<file path="src/csd_pkg.sv">
// Constants, address map and helpers for the configuration space decoder.
// Assumes a 24-bit system bus address and an 8-bit host I/O data path.
// Overview of operation
// - Config registers live at frame offsets 300h-3FFh
// - Embedded controller may use byte, halfword, word accesses
// - Host configuration accesses are byte wide only
// - LPC unit configuration decoded at FF_3300h-FF_33F0h
// - Fixed unit numbers for every basechip unit
// - Host reaches configuration registers only through ports
// - Embedded controller reaches every register by address; FFFF04h-FFFF07h go to the unit select decode, not the bus
// - Companion adds up to sixteen further units
// - Basechip at FF page, companion at FE page
// - Access width limited by register width
// - Host sees every register as bytes
// - Global unit window register: only valid bit writable
// - LPC unit FF_3000h, global unit FF_FC00h
// - Key, select at offset 0; value at 1
// - Host ports invisible to the embedded controller
// - Host port location set by window register
// - 55h enters configuration state, AAh leaves it
// - Select and value ports ignored in run state
// - Index 07h selects unit; upper indexes route there
// - Undefined indexes read FFh, writes change nothing
package csd_pkg;
    localparam logic [7:0]  KEY_ENTER     = 8'h55;
    localparam logic [7:0]  KEY_EXIT      = 8'hAA;
    localparam logic [7:0]  IDX_UNIT_SEL  = 8'h07;
    localparam logic [7:0]  GLOBAL_LIMIT  = 8'h30;
    localparam logic [7:0]  UNDEF_READ    = 8'hFF;
    localparam logic [7:0]  INDEX_RESET   = 8'h00;
    localparam logic        PORT_VALUE    = 1'b1;
    localparam int          UNIT_W        = 7;
    localparam int          UNIT_COMP_BIT = 6;
    localparam logic [6:0]  UNIT_RESET    = 7'h00;
    localparam logic [7:0]  BASECHIP_PAGE = 8'hFF;
    localparam logic [7:0]  COMP_PAGE     = 8'hFE;
    localparam logic [1:0]  COMP_PAD      = 2'h0;
    localparam logic [1:0]  QUAD_CFG      = 2'h3;
    localparam logic [23:0] LPC_UNIT_BASE = 24'hFF3000;
    localparam logic [23:0] GLOB_UNIT_BASE = 24'hFFFC00;
    localparam logic [23:0] LPC_CFG_LO    = 24'hFF3300;
    localparam logic [23:0] LPC_CFG_HI    = 24'hFF33F0;
    localparam logic [23:0] PORT_BAR_ADDR = 24'hFF3360;
    localparam logic [23:0] GLOB_BAR_ADDR = 24'hFF3384;
    localparam logic [23:0] UNIT_SEL_WORD = 24'hFFFF04;
    localparam int          UNIT_SEL_LANE = 3;
    localparam int          UNIT_SEL_SHIFT = 24;
    localparam int          BAR_VALID_BIT = 31;
    localparam logic [31:0] BAR_RESET     = 32'h00000000;
    localparam logic [1:0]  SZ_BYTE       = 2'h0;
    localparam logic [1:0]  SZ_HALF       = 2'h1;
    localparam logic [1:0]  SZ_WORD       = 2'h2;

    typedef enum logic [1:0] {
        ST_IDLE = 2'h0,
        ST_HOST = 2'h1,
        ST_EC   = 2'h3,
        ST_DONE = 2'h2
    } csd_state_e;

    // Byte lanes of an aligned access; none when misaligned
    function automatic logic [3:0] csd_lanes(input logic [1:0] size, input logic [1:0] a);
        logic [3:0] r;
        r = 4'h0;
        case (size)
            SZ_BYTE: r = 4'h1 << a;
            SZ_HALF: r = a[0] ? 4'h0 : (a[1] ? 4'hC : 4'h3);
            SZ_WORD: r = (a == 2'h0) ? 4'hF : 4'h0;
            default: r = 4'h0;
        endcase
        return r;
    endfunction

    // Units that answer on the basechip or companion page
    function automatic logic csd_unit_known(input logic [6:0] u);
        if (u[UNIT_COMP_BIT])
            return u[5:4] == COMP_PAD;
        return (u <= 7'h08) || (u >= 7'h0C && u <= 7'h10) || (u == 7'h3F);
    endfunction
endpackage

</file>
<file path="src/csd_sel_if.sv">
// Carrier between the decoder and its configuration state holder.
// Assumes one owner and one user in the same clock domain.
`timescale 1ns/1ps
`default_nettype none
interface csd_sel_if;
    logic       cfg_mode;
    logic [7:0] index;
    logic [6:0] unit;
    logic       key_we;
    logic [7:0] key_data;
    logic       unit_we;
    logic [6:0] unit_data;
    modport owner (input key_we, key_data, unit_we, unit_data,
                   output cfg_mode, index, unit);
    modport user  (output key_we, key_data, unit_we, unit_data,
                   input cfg_mode, index, unit);
endinterface
`default_nettype wire

</file>
<file path="src/csd_cfg_state.sv">
// Run/configuration state, select index and unit number holder.
// Assumes write strobes are single-cycle pulses from the decoder.
`timescale 1ns/1ps
`default_nettype none
module csd_cfg_state (
    input  wire logic clk_i,
    input  wire logic nrst_i,
    csd_sel_if.owner  sel
);
    logic       mode;
    logic       next_mode;
    logic [7:0] index;
    logic [7:0] next_index;
    logic [6:0] unit;
    logic [6:0] next_unit;

    always_comb begin
        next_mode  = mode;
        next_index = index;
        next_unit  = unit;
        if (sel.key_we) begin
            if (!mode) begin
                next_mode = (sel.key_data == csd_pkg::KEY_ENTER);
            end else if (sel.key_data == csd_pkg::KEY_EXIT) begin
                next_mode = 1'b0;
            end else begin
                next_index = sel.key_data;
            end
        end
        if (sel.unit_we) begin
            next_unit = sel.unit_data;
        end
    end

    always_ff @(posedge clk_i or negedge nrst_i) begin
        if (!nrst_i) begin
            mode  <= 1'b0;
            index <= csd_pkg::INDEX_RESET;
            unit  <= csd_pkg::UNIT_RESET;
        end else begin
            mode  <= next_mode;
            index <= next_index;
            unit  <= next_unit;
        end
    end

    assign sel.cfg_mode = mode;
    assign sel.index    = index;
    assign sel.unit     = unit;
endmodule // csd_cfg_state
`default_nettype wire

</file>
<file path="src/csd_bar_bank.sv">
// Window registers in the LPC unit configuration range.
// Assumes the decoder presents word offsets and byte lanes of one access.
`timescale 1ns/1ps
`default_nettype none
module csd_bar_bank (
    input  wire logic        clk_i,
    input  wire logic        nrst_i,
    input  wire logic        we_i,
    input  wire logic [5:0]  word_i,
    input  wire logic [3:0]  strb_i,
    input  wire logic [31:0] wdata_i,
    output logic      [31:0] rdata_o,
    output logic      [15:0] port_base_o,
    output logic             port_valid_o
);
    localparam logic [5:0] PORT_WORD = csd_pkg::PORT_BAR_ADDR[7:2];
    localparam logic [5:0] GLOB_WORD = csd_pkg::GLOB_BAR_ADDR[7:2];
    logic [31:0] port_bar;
    logic [31:0] next_port_bar;
    logic        glob_valid;
    logic        next_glob_valid;

    genvar g;
    generate
        for (g = 0; g < 4; g++) begin : g_lane
            assign next_port_bar[8*g +: 8] = (we_i && word_i == PORT_WORD && strb_i[g])
                                             ? wdata_i[8*g +: 8] : port_bar[8*g +: 8];
        end
    endgenerate

    // Global window is fixed; only its valid bit takes a write
    always_comb begin
        next_glob_valid = glob_valid;
        if (we_i && word_i == GLOB_WORD && strb_i[csd_pkg::BAR_VALID_BIT / 8]) begin
            next_glob_valid = wdata_i[csd_pkg::BAR_VALID_BIT];
        end
        rdata_o = 32'h0;
        if (word_i == PORT_WORD) begin
            rdata_o = port_bar;
        end else if (word_i == GLOB_WORD) begin
            rdata_o[csd_pkg::BAR_VALID_BIT] = glob_valid;
        end
    end

    always_ff @(posedge clk_i or negedge nrst_i) begin
        if (!nrst_i) begin
            port_bar   <= csd_pkg::BAR_RESET;
            glob_valid <= 1'b0;
        end else begin
            port_bar   <= next_port_bar;
            glob_valid <= next_glob_valid;
        end
    end

    assign port_base_o  = port_bar[15:0];
    assign port_valid_o = port_bar[csd_pkg::BAR_VALID_BIT];
endmodule // csd_bar_bank
`default_nettype wire

</file>
<file path="src/csd_decoder.sv">
// Configuration space decoder: host key/select/value ports and
// embedded controller direct access, both onto the peripheral bus.
// Assumes requesters hold valid until their done pulse, then drop it.
`timescale 1ns/1ps
`default_nettype none
module csd_decoder (
    input  wire logic        clk_i,
    input  wire logic        nrst_i,
    // Host I/O cycles
    input  wire logic        hio_valid_i,
    input  wire logic        hio_write_i,
    input  wire logic [15:0] hio_addr_i,
    input  wire logic [7:0]  hio_wdata_i,
    output logic             hio_claim_o,
    output logic             hio_done_o,
    output logic      [7:0]  hio_rdata_o,
    // Embedded controller
    input  wire logic        ec_valid_i,
    input  wire logic        ec_write_i,
    input  wire logic [1:0]  ec_size_i,
    input  wire logic [23:0] ec_addr_i,
    input  wire logic [31:0] ec_wdata_i,
    output logic             ec_done_o,
    output logic             ec_err_o,
    output logic      [31:0] ec_rdata_o,
    // Peripheral bus toward the units
    output logic             pb_valid_o,
    output logic             pb_write_o,
    output logic      [23:0] pb_addr_o,
    output logic      [3:0]  pb_strb_o,
    output logic      [31:0] pb_wdata_o,
    input  wire logic [31:0] pb_rdata_i,
    input  wire logic        pb_done_i,
    input  wire logic        pb_err_i,
    // Status
    output logic             cfg_mode_o
);
    csd_sel_if sel ();

    csd_cfg_state u_state (
        .clk_i  (clk_i),
        .nrst_i (nrst_i),
        .sel    (sel.owner)
    );

    logic [31:0] bar_rdata;
    logic [15:0] port_base;
    logic        port_valid;
    logic        bar_we;
    logic [3:0]  ec_lanes;

    csd_bar_bank u_bars (
        .clk_i        (clk_i),
        .nrst_i       (nrst_i),
        .we_i         (bar_we),
        .word_i       (ec_addr_i[7:2]),
        .strb_i       (ec_lanes),
        .wdata_i      (ec_wdata_i),
        .rdata_o      (bar_rdata),
        .port_base_o  (port_base),
        .port_valid_o (port_valid)
    );

    ////////////////////////////////////////////////////////////////////////
    // Host side decode

    logic        value_port;
    logic [23:0] host_addr;
    logic        host_route_ok;
    logic [3:0]  host_lanes;

    // Two-byte window; base bit 0 is ignored
    assign hio_claim_o = hio_valid_i && port_valid
                         && (hio_addr_i[15:1] == port_base[15:1]);
    assign value_port  = (hio_addr_i[0] == csd_pkg::PORT_VALUE);
    assign cfg_mode_o  = sel.cfg_mode;

    always_comb begin
        host_route_ok = 1'b1;
        if (sel.index < csd_pkg::GLOBAL_LIMIT) begin
            host_addr = {csd_pkg::GLOB_UNIT_BASE[23:10], csd_pkg::QUAD_CFG, sel.index};
        end else if (sel.unit[csd_pkg::UNIT_COMP_BIT]) begin
            host_addr = {csd_pkg::COMP_PAGE, csd_pkg::COMP_PAD, sel.unit[3:0],
                         csd_pkg::QUAD_CFG, sel.index};
        end else begin
            host_addr = {csd_pkg::BASECHIP_PAGE, sel.unit[5:0],
                         csd_pkg::QUAD_CFG, sel.index};
        end
        if (!csd_pkg::csd_unit_known(sel.unit) && sel.index >= csd_pkg::GLOBAL_LIMIT) begin
            host_route_ok = 1'b0;
        end
        host_lanes = csd_pkg::csd_lanes(csd_pkg::SZ_BYTE, sel.index[1:0]);
    end

    ////////////////////////////////////////////////////////////////////////
    // Embedded controller side decode

    logic       ec_in_map;
    logic       ec_lpc_hit;
    logic       ec_usel_hit;

    always_comb begin
        ec_lanes    = csd_pkg::csd_lanes(ec_size_i, ec_addr_i[1:0]);
        ec_in_map   = (ec_addr_i[23:16] == csd_pkg::BASECHIP_PAGE)
                      || (ec_addr_i[23:16] == csd_pkg::COMP_PAGE);
        ec_lpc_hit  = (ec_addr_i[23:2] >= csd_pkg::LPC_CFG_LO[23:2])
                      && (ec_addr_i[23:2] <= csd_pkg::LPC_CFG_HI[23:2]);
        ec_usel_hit = (ec_addr_i[23:2] == csd_pkg::UNIT_SEL_WORD[23:2]);
    end

    ////////////////////////////////////////////////////////////////////////
    // Transfer sequencer

    csd_pkg::csd_state_e state;
    csd_pkg::csd_state_e next_state;
    logic        next_pb_valid;
    logic        next_pb_write;
    logic [23:0] next_pb_addr;
    logic [3:0]  next_pb_strb;
    logic [31:0] next_pb_wdata;
    logic        next_hio_done;
    logic [7:0]  next_hio_rdata;
    logic        next_ec_done;
    logic        next_ec_err;
    logic [31:0] next_ec_rdata;
    logic [1:0]  host_lane;

    assign host_lane = pb_addr_o[1:0];

    always_comb begin
        next_state     = state;
        next_pb_valid  = pb_valid_o;
        next_pb_write  = pb_write_o;
        next_pb_addr   = pb_addr_o;
        next_pb_strb   = pb_strb_o;
        next_pb_wdata  = pb_wdata_o;
        next_hio_done  = 1'b0;
        next_hio_rdata = hio_rdata_o;
        next_ec_done   = 1'b0;
        next_ec_err    = 1'b0;
        next_ec_rdata  = ec_rdata_o;
        sel.key_we     = 1'b0;
        sel.key_data   = hio_wdata_i;
        sel.unit_we    = 1'b0;
        sel.unit_data  = hio_wdata_i[csd_pkg::UNIT_W-1:0];
        bar_we         = 1'b0;
        case (state)
            csd_pkg::ST_IDLE: begin
                // Host wins a tie; the controller simply waits a turn
                if (hio_claim_o) begin
                    next_state     = csd_pkg::ST_DONE;
                    next_hio_done  = 1'b1;
                    next_hio_rdata = csd_pkg::UNDEF_READ;
                    if (!value_port) begin
                        if (hio_write_i) begin
                            sel.key_we = 1'b1;
                        end else if (sel.cfg_mode) begin
                            next_hio_rdata = sel.index;
                        end
                    end else if (!sel.cfg_mode) begin
                        next_hio_rdata = csd_pkg::UNDEF_READ;
                    end else if (sel.index == csd_pkg::IDX_UNIT_SEL) begin
                        sel.unit_we    = hio_write_i;
                        next_hio_rdata = 8'(sel.unit);
                    end else if (host_route_ok) begin
                        next_state    = csd_pkg::ST_HOST;
                        next_hio_done = 1'b0;
                        next_pb_valid = 1'b1;
                        next_pb_write = hio_write_i;
                        next_pb_addr  = host_addr;
                        next_pb_strb  = host_lanes;
                        next_pb_wdata = {4{hio_wdata_i}};
                    end
                end else if (ec_valid_i) begin
                    next_state    = csd_pkg::ST_DONE;
                    next_ec_done  = 1'b1;
                    next_ec_rdata = 32'h0;
                    // Host ports have no bus address of their own
                    if (ec_lanes == 4'h0 || !ec_in_map) begin
                        next_ec_err = 1'b1;
                    end else if (ec_lpc_hit) begin
                        bar_we        = ec_write_i;
                        next_ec_rdata = bar_rdata;
                    end else if (ec_usel_hit) begin
                        sel.unit_we   = ec_write_i && ec_lanes[csd_pkg::UNIT_SEL_LANE];
                        sel.unit_data = ec_wdata_i[csd_pkg::UNIT_SEL_SHIFT +: csd_pkg::UNIT_W];
                        next_ec_rdata = 32'(sel.unit) << csd_pkg::UNIT_SEL_SHIFT;
                    end else begin
                        next_state    = csd_pkg::ST_EC;
                        next_ec_done  = 1'b0;
                        next_pb_valid = 1'b1;
                        next_pb_write = ec_write_i;
                        next_pb_addr  = ec_addr_i;
                        next_pb_strb  = ec_lanes;
                        next_pb_wdata = ec_wdata_i;
                    end
                end
            end
            csd_pkg::ST_HOST: begin
                if (pb_done_i) begin
                    next_state     = csd_pkg::ST_DONE;
                    next_pb_valid  = 1'b0;
                    next_hio_done  = 1'b1;
                    // Failed write still completes; failed read shows FFh
                    next_hio_rdata = pb_err_i ? csd_pkg::UNDEF_READ
                                              : pb_rdata_i[{host_lane, 3'h0} +: 8];
                end
            end
            csd_pkg::ST_EC: begin
                if (pb_done_i) begin
                    next_state    = csd_pkg::ST_DONE;
                    next_pb_valid = 1'b0;
                    next_ec_done  = 1'b1;
                    next_ec_err   = pb_err_i;
                    next_ec_rdata = pb_rdata_i;
                end
            end
            default: begin
                // Gap cycle lets the requester drop valid
                next_state = csd_pkg::ST_IDLE;
            end
        endcase
    end

    always_ff @(posedge clk_i or negedge nrst_i) begin
        if (!nrst_i) begin
            state       <= csd_pkg::ST_IDLE;
            pb_valid_o  <= 1'b0;
            pb_write_o  <= 1'b0;
            pb_addr_o   <= 24'h0;
            pb_strb_o   <= 4'h0;
            pb_wdata_o  <= 32'h0;
            hio_done_o  <= 1'b0;
            hio_rdata_o <= 8'h0;
            ec_done_o   <= 1'b0;
            ec_err_o    <= 1'b0;
            ec_rdata_o  <= 32'h0;
        end else begin
            state       <= next_state;
            pb_valid_o  <= next_pb_valid;
            pb_write_o  <= next_pb_write;
            pb_addr_o   <= next_pb_addr;
            pb_strb_o   <= next_pb_strb;
            pb_wdata_o  <= next_pb_wdata;
            hio_done_o  <= next_hio_done;
            hio_rdata_o <= next_hio_rdata;
            ec_done_o   <= next_ec_done;
            ec_err_o    <= next_ec_err;
            ec_rdata_o  <= next_ec_rdata;
        end
    end
endmodule // csd_decoder
`default_nettype wire

</file>
<file path="config.mk">
export PLATFORM = sky130hd
export DESIGN_NAME = csd_decoder
export DESIGN_NICKNAME = d
export VERILOG_FILES = /design/src/csd_pkg.sv /design/src/csd_sel_if.sv /design/src/csd_cfg_state.sv /design/src/csd_bar_bank.sv /design/src/csd_decoder.sv
export SDC_FILE = /design/constraint.sdc
export NUM_CORES = 1
export LEC_CHECK = 0
export BUFFER_PORTS_ARGS = -buffer_cell sky130_fd_sc_hd__buf_2
export CORE_UTILIZATION = 58
export CTS_BUF_LIST = sky130_fd_sc_hd__clkbuf_16
export CTS_CLUSTER_DIAMETER = 150
export DETAILED_ROUTE_END_ITERATION = 8
export PLACE_DENSITY = 0.87
export SLEW_MARGIN = 20
export SYNTH_ARGS = -nofsm -noshare
export SYNTH_HDL_FRONTEND = slang
export SYNTH_HIERARCHICAL = 1
export SYNTH_SLANG_ARGS = --single-unit
</file>
<file path="constraint.sdc">
create_clock -name clk_i -period 4.1 [get_ports clk_i]
set_clock_uncertainty 0.05 [all_clocks]
set_input_delay 0.615 -clock clk_i [delete_from_list [all_inputs] [get_ports clk_i]]
set_output_delay 0.615 -clock clk_i [all_outputs]
set_load 0.02 [all_outputs]
</file>
Yosys cells after proc, flatten, opt, wreduce, memory -nomap -nowiden --
Cells that the tools add are included. Widths: inputs -> output; s select.
Operators by class: bitwise operators 1, shift operators 3, reduce and logical (&&, ||, !) cells 35, magnitude comparators 7, multiplexer cells 130, equality and inequality tests 35
Operator list (count):
- $mux 32 | 14
- $mux 24 | 10
- $mux 8 | 8
- $pmux 32 s2 | 1
- $mux 1 | 62
- $mux 31 | 2
- $mux 4 | 12
- $mux 7 | 6
- $shiftx 32x6->8 | 1
- $eq 8x8->1 const B | 3
- $eq 22x22->1 const B | 1
- $ge 22x22->1 const B | 1
- $le 22x22->1 const B | 1
- $ne 2x2->1 const B | 11
- $ne 3x3->1 const B | 7
- $mux 17 | 1
- $pmux 8 s2 | 1
- $eq 15x15->1 | 1
- $mux 2 | 7
- $logic_and 1x1->1 | 13
- $pmux 4 s3 | 1
- $reduce_and 10->1 | 1
- $reduce_and 9->1 | 1
- $eq 8x3->1 const B | 1
- other kinds (26) | 44
Storage, ports and cells: register bits after elaboration 156, input bits 122

Longest topological paths before layout --
word-level depth 13, mapped depth 11, mapped depth without buffers 8

Hierarchy --
The synthesis kept the hierarchy.
By module, submodules not included:
- csd_decoder | cells each 655, sequential area each 2677.6 µm², area each 6217.2 µm², instances 1
- csd_bar_bank | cells each 131, sequential area each 825.8 µm², area each 1706.6 µm², instances 1
- csd_cfg_state | cells each 42, sequential area each 400.4 µm², area each 663.1 µm², instances 1

Worst setup path after synthesis --
OpenSTA, ideal clock, no wires.
path type input-to-reg, start in ec_addr_i[0], end reg u_state.unit[0], in the netlist u_state/sel.unit[0], library setup time 0.125 ns, stages on the path 8, data required time 3.925 ns, arrival 2.886 ns, buffers on the path 2, setup slack 1.039 ns, path through clkbuf_1 > or4b_2 > o21ai_0 > nand3_1 > or4_1 > a21oi_1 > clkbuf_1 > mux2_2
On the way: word-level cells in the longest chain between the ends 10
Ends and longest elaborated chain:
- start, declared | line csd_decoder.sv:21 | input wire logic [23:0] ec_addr_i,
- $logic_not 2->1 | line csd_pkg.sv:68 | SZ_WORD: r = (a == 2'h0) ? 4'hF : 4'h0;
- $mux 4 | line csd_pkg.sv:68
- $pmux 4 s3 (*) | line csd_pkg.sv:65 | case (size)
- net ec_lanes[3] | line csd_decoder.sv:50 | logic [3:0] ec_lanes;
- $logic_and 1x1->1 | line csd_decoder.sv:185 | sel.unit_we = ec_write_i && ec_lanes[csd_pkg::UNIT_SEL_LANE];
- $mux 1 | line csd_decoder.sv:184 | end else if (ec_usel_hit) begin
- $mux 1 | line csd_decoder.sv:181 | end else if (ec_lpc_hit) begin
- $mux 1 (*) | line csd_decoder.sv:179 | if (ec_lanes == 4'h0 || !ec_in_map) begin
- $mux 1 (*) | line csd_decoder.sv:174 | end else if (ec_valid_i) begin
- $mux 1 (*) | line csd_decoder.sv:150 | if (hio_claim_o) begin
- $mux 1 (*) | line csd_decoder.sv:147 | case (state)
- net sel.unit_we | line csd_sel_if.sv:11 | logic unit_we;
- end signal, assigned | line csd_cfg_state.sv:39 | unit <= csd_pkg::UNIT_RESET;
- end signal, assigned | line csd_cfg_state.sv:43 | unit <= next_unit;
- end, declared | line csd_cfg_state.sv:14 | logic [6:0] unit;
Mark *: on every way through the listed nets, which the timed path passes. The rest lies on a longest branch. A chain may end at the register's enable or synchronous reset.

Worst setup path in the final report --
start reg u_state.index[4], in the netlist u_state/sel.index[4], end reg u_state.unit[4], in the netlist u_state/sel.unit[4]
On the way: word-level cells in the longest chain between the ends 6
Ends and longest elaborated chain:
- start, declared | line csd_cfg_state.sv:12 | logic [7:0] index;
- start signal, assigned | line csd_cfg_state.sv:38 | index <= csd_pkg::INDEX_RESET;
- start signal, assigned | line csd_cfg_state.sv:42 | index <= next_index;
- $eq 8x3->1 | line csd_decoder.sv:162 | end else if (sel.index == csd_pkg::IDX_UNIT_SEL) begin
- $mux 1 | line csd_decoder.sv:162
- $mux 1 | line csd_decoder.sv:160 | end else if (!sel.cfg_mode) begin
- $mux 1 | line csd_decoder.sv:154 | if (!value_port) begin
- $mux 1 | line csd_decoder.sv:150
- $mux 1 | line csd_decoder.sv:147
- net sel.unit_we | line csd_sel_if.sv:11
The timed path passes the listed nets, and every way through them passes these cells.

==> metrics.cfg <==
[power]
power_density_nw_per_um2 = 377
peakVddDrop_uv = 309
total_leakage_power_nw = 5.60

[floorplan]
die-area_sq_um = 15300
io_pins = 229
rows = 44
fp.coreArea_sq_um = 14500
die_h_microns = 124
die_x_microns = 124
start_util_pct = 59.3

[drt]
drt_wl_total_mm = 24.7
drtPass1Iterations = 5
wl_per_cell_microns = 20.3
vias_per_cell = 6.02
vias = 7316
drc = 0
antenna_left = 0
drtIter0Drc = 645

[worst_setup_path]
rr_startpoint = u_state/sel.index[4]
r2r_slack_ps = 830
end_kind = flop
r2r_end = u_state/sel.unit[4]
crit_start = u_state/sel.index[4]
crit_end = u_state/sel.unit[4]
timing.critical_path.arrival_ps = 3520
timing_worst_setup_path_type = reg2reg
crit_fanout = 9
setup.worst_path.start_class = flop
cp_data_required_time_ps = 4350
reg2reg_depth = 7

[synthesis]
synth_area_sq_um = 8580
synth_fp_nets = 953
synthCells = 827
syn_avg_cell_area_sq_um = 10.4
ys.warnings.count = 6

[place]
port_buffers = 228
gp_congestion = 0.954
dp.cells = 1183
pre_cts_ws_ps = 692
dp_hpwl_mm = 18.5

[outcome]
outcome = completed

[cts]
cts.repair.resized = 0
clock_path_buffers = 2
htreeDepth = 4
cts_tree = yes
root_buffer = clkbuf_16
post_cts_buffers = 0
clk_pin_slew_ps = 60
hold_buffers = 0
insertion_delay_ps = 420
cts_sinks = 156
cts_buffers = 17

[layout]
syn_to_final_growth_pct = 19.9
nNetsFinal = 1144
fin_util_pct = 71.0
nFillCells = 1055
regArea_sq_um = 3900
final_cells = 1216
multi_input_area_sq_um = 4300
drive_gt1_share_pct = 40.3

[sta]
hold_violations = 0
rsz0062_at_grt = false
fin_crit_sh_pct = 79.6
setup_viol = 0
tns_ps = 0
setup_ws_ps = 835
tightest_slew_ps = 854
min_period_ps = 3270
drv_slew = 0
fmax_mhz = 306
relSlewSlack_pct = 42.7

[global_routing]
track_usage_pct = 32.8
grt_overflow_total = 0
grt_pass1_wl_mm = 36.9
grt_pass1_vias = 6803
antenna_found_initial = 1
grt_max_degree = 88

[flow_run]
cap_violations = 0

[min_path]
hold_class = in2async

[per-layer routing]
layer / part of all wire [%] / global-route usage [%]
met5: 0 / 0
met4: 2.9 / 14.0
met3: 8.3 / 5.59
met2: 46 / 50.1
met1: 42 / 46.1
[stage by stage]
stage | cell area [sq um] | power (mW) | hold slack (ps)
CTS | 10300 | 3.89 | 225
global placement | 9690 | 2.31 | 398
global route | 10300 | 4.03 | 248
floorplan | 8580 | 2.07 | 269
finish | 10300 | 3.88 | 197
detailed placement | 9690 | 2.32 | 397
[layout by cell type (no fill, tap or decap), types with 8 or more instances in the layout]
master	instances
clkbuf_16	17
nor2_1	23
mux2_1	15
a22oi_1	9
mux4_2	8
and3_1	35
a21oi_1	14
inv_1	9
dfrtp_1	156
nand2_1	189
mux2_4	11
o22ai_1	8
mux2_2	106
nor4_1	12
nor3_1	8
buf_4	8
nand4_1	8
o22a_1	8
buf_2	227
xor2_1	16
o21ai_0	43
[cell type report]
| cell class | instances | area share, % |
|---|---|---|
| antenna | 1 | 0.0243 |
| clock buffer | 17 | 4.14 |
| clock inverter | 15 | 1.57 |
| inverter | 8 | 0.292 |
| multi-input combinational | 598 | 41.8 |
| sequential | 156 | 38.0 |
| tap | 184 | 2.24 |
| timing repair buffer | 237 | 11.9 |
[power by group]
group          internal (mW)  leakage [nW]  switching (mW)
sequential              1.62          2.13          0.0468
clock                  0.908         0.288           0.667
combinational          0.227          3.18           0.404
total                   2.76          5.60            1.12
[worst min path at each step]
stage / startpoint / end / slack [ps]
after floorplan: nrst_i / ec_done_o / 270
after global placement: pb_addr_o[22] / pb_addr_o[22] / 400
after detailed placement: pb_addr_o[22] / pb_addr_o[22] / 400
after CTS: nrst_i / hio_rdata_o[5] / 220
after global routing: nrst_i / hio_rdata_o[3] / 250
final: nrst_i / pb_addr_o[11] / 200
[registers in the layout, indices dropped and copies added, names as in the netlist]
name	flops
ec_rdata_o	32
pb_wdata_o	32
u_bars/port_bar	32
pb_addr_o	24
hio_rdata_o	8
u_state/sel.index	8
u_state/sel.unit	7
pb_strb_o	4
state	2
ec_done_o	1
ec_err_o	1
hio_done_o	1
pb_valid_o	1
pb_write_o	1
u_bars/glob_valid	1
u_state/sel.cfg_mode	1
[critical path, cell delays in order (launching register included)]
cell,delay (ps)
dfrtp_1,490
or4b_1,550
nor4_1,380
nand3_1,350
nor2_1,180
nand2_1,70
a21oi_1,650
mux2_2,430
No activity file was read; power rests on OpenSTA's default activity.
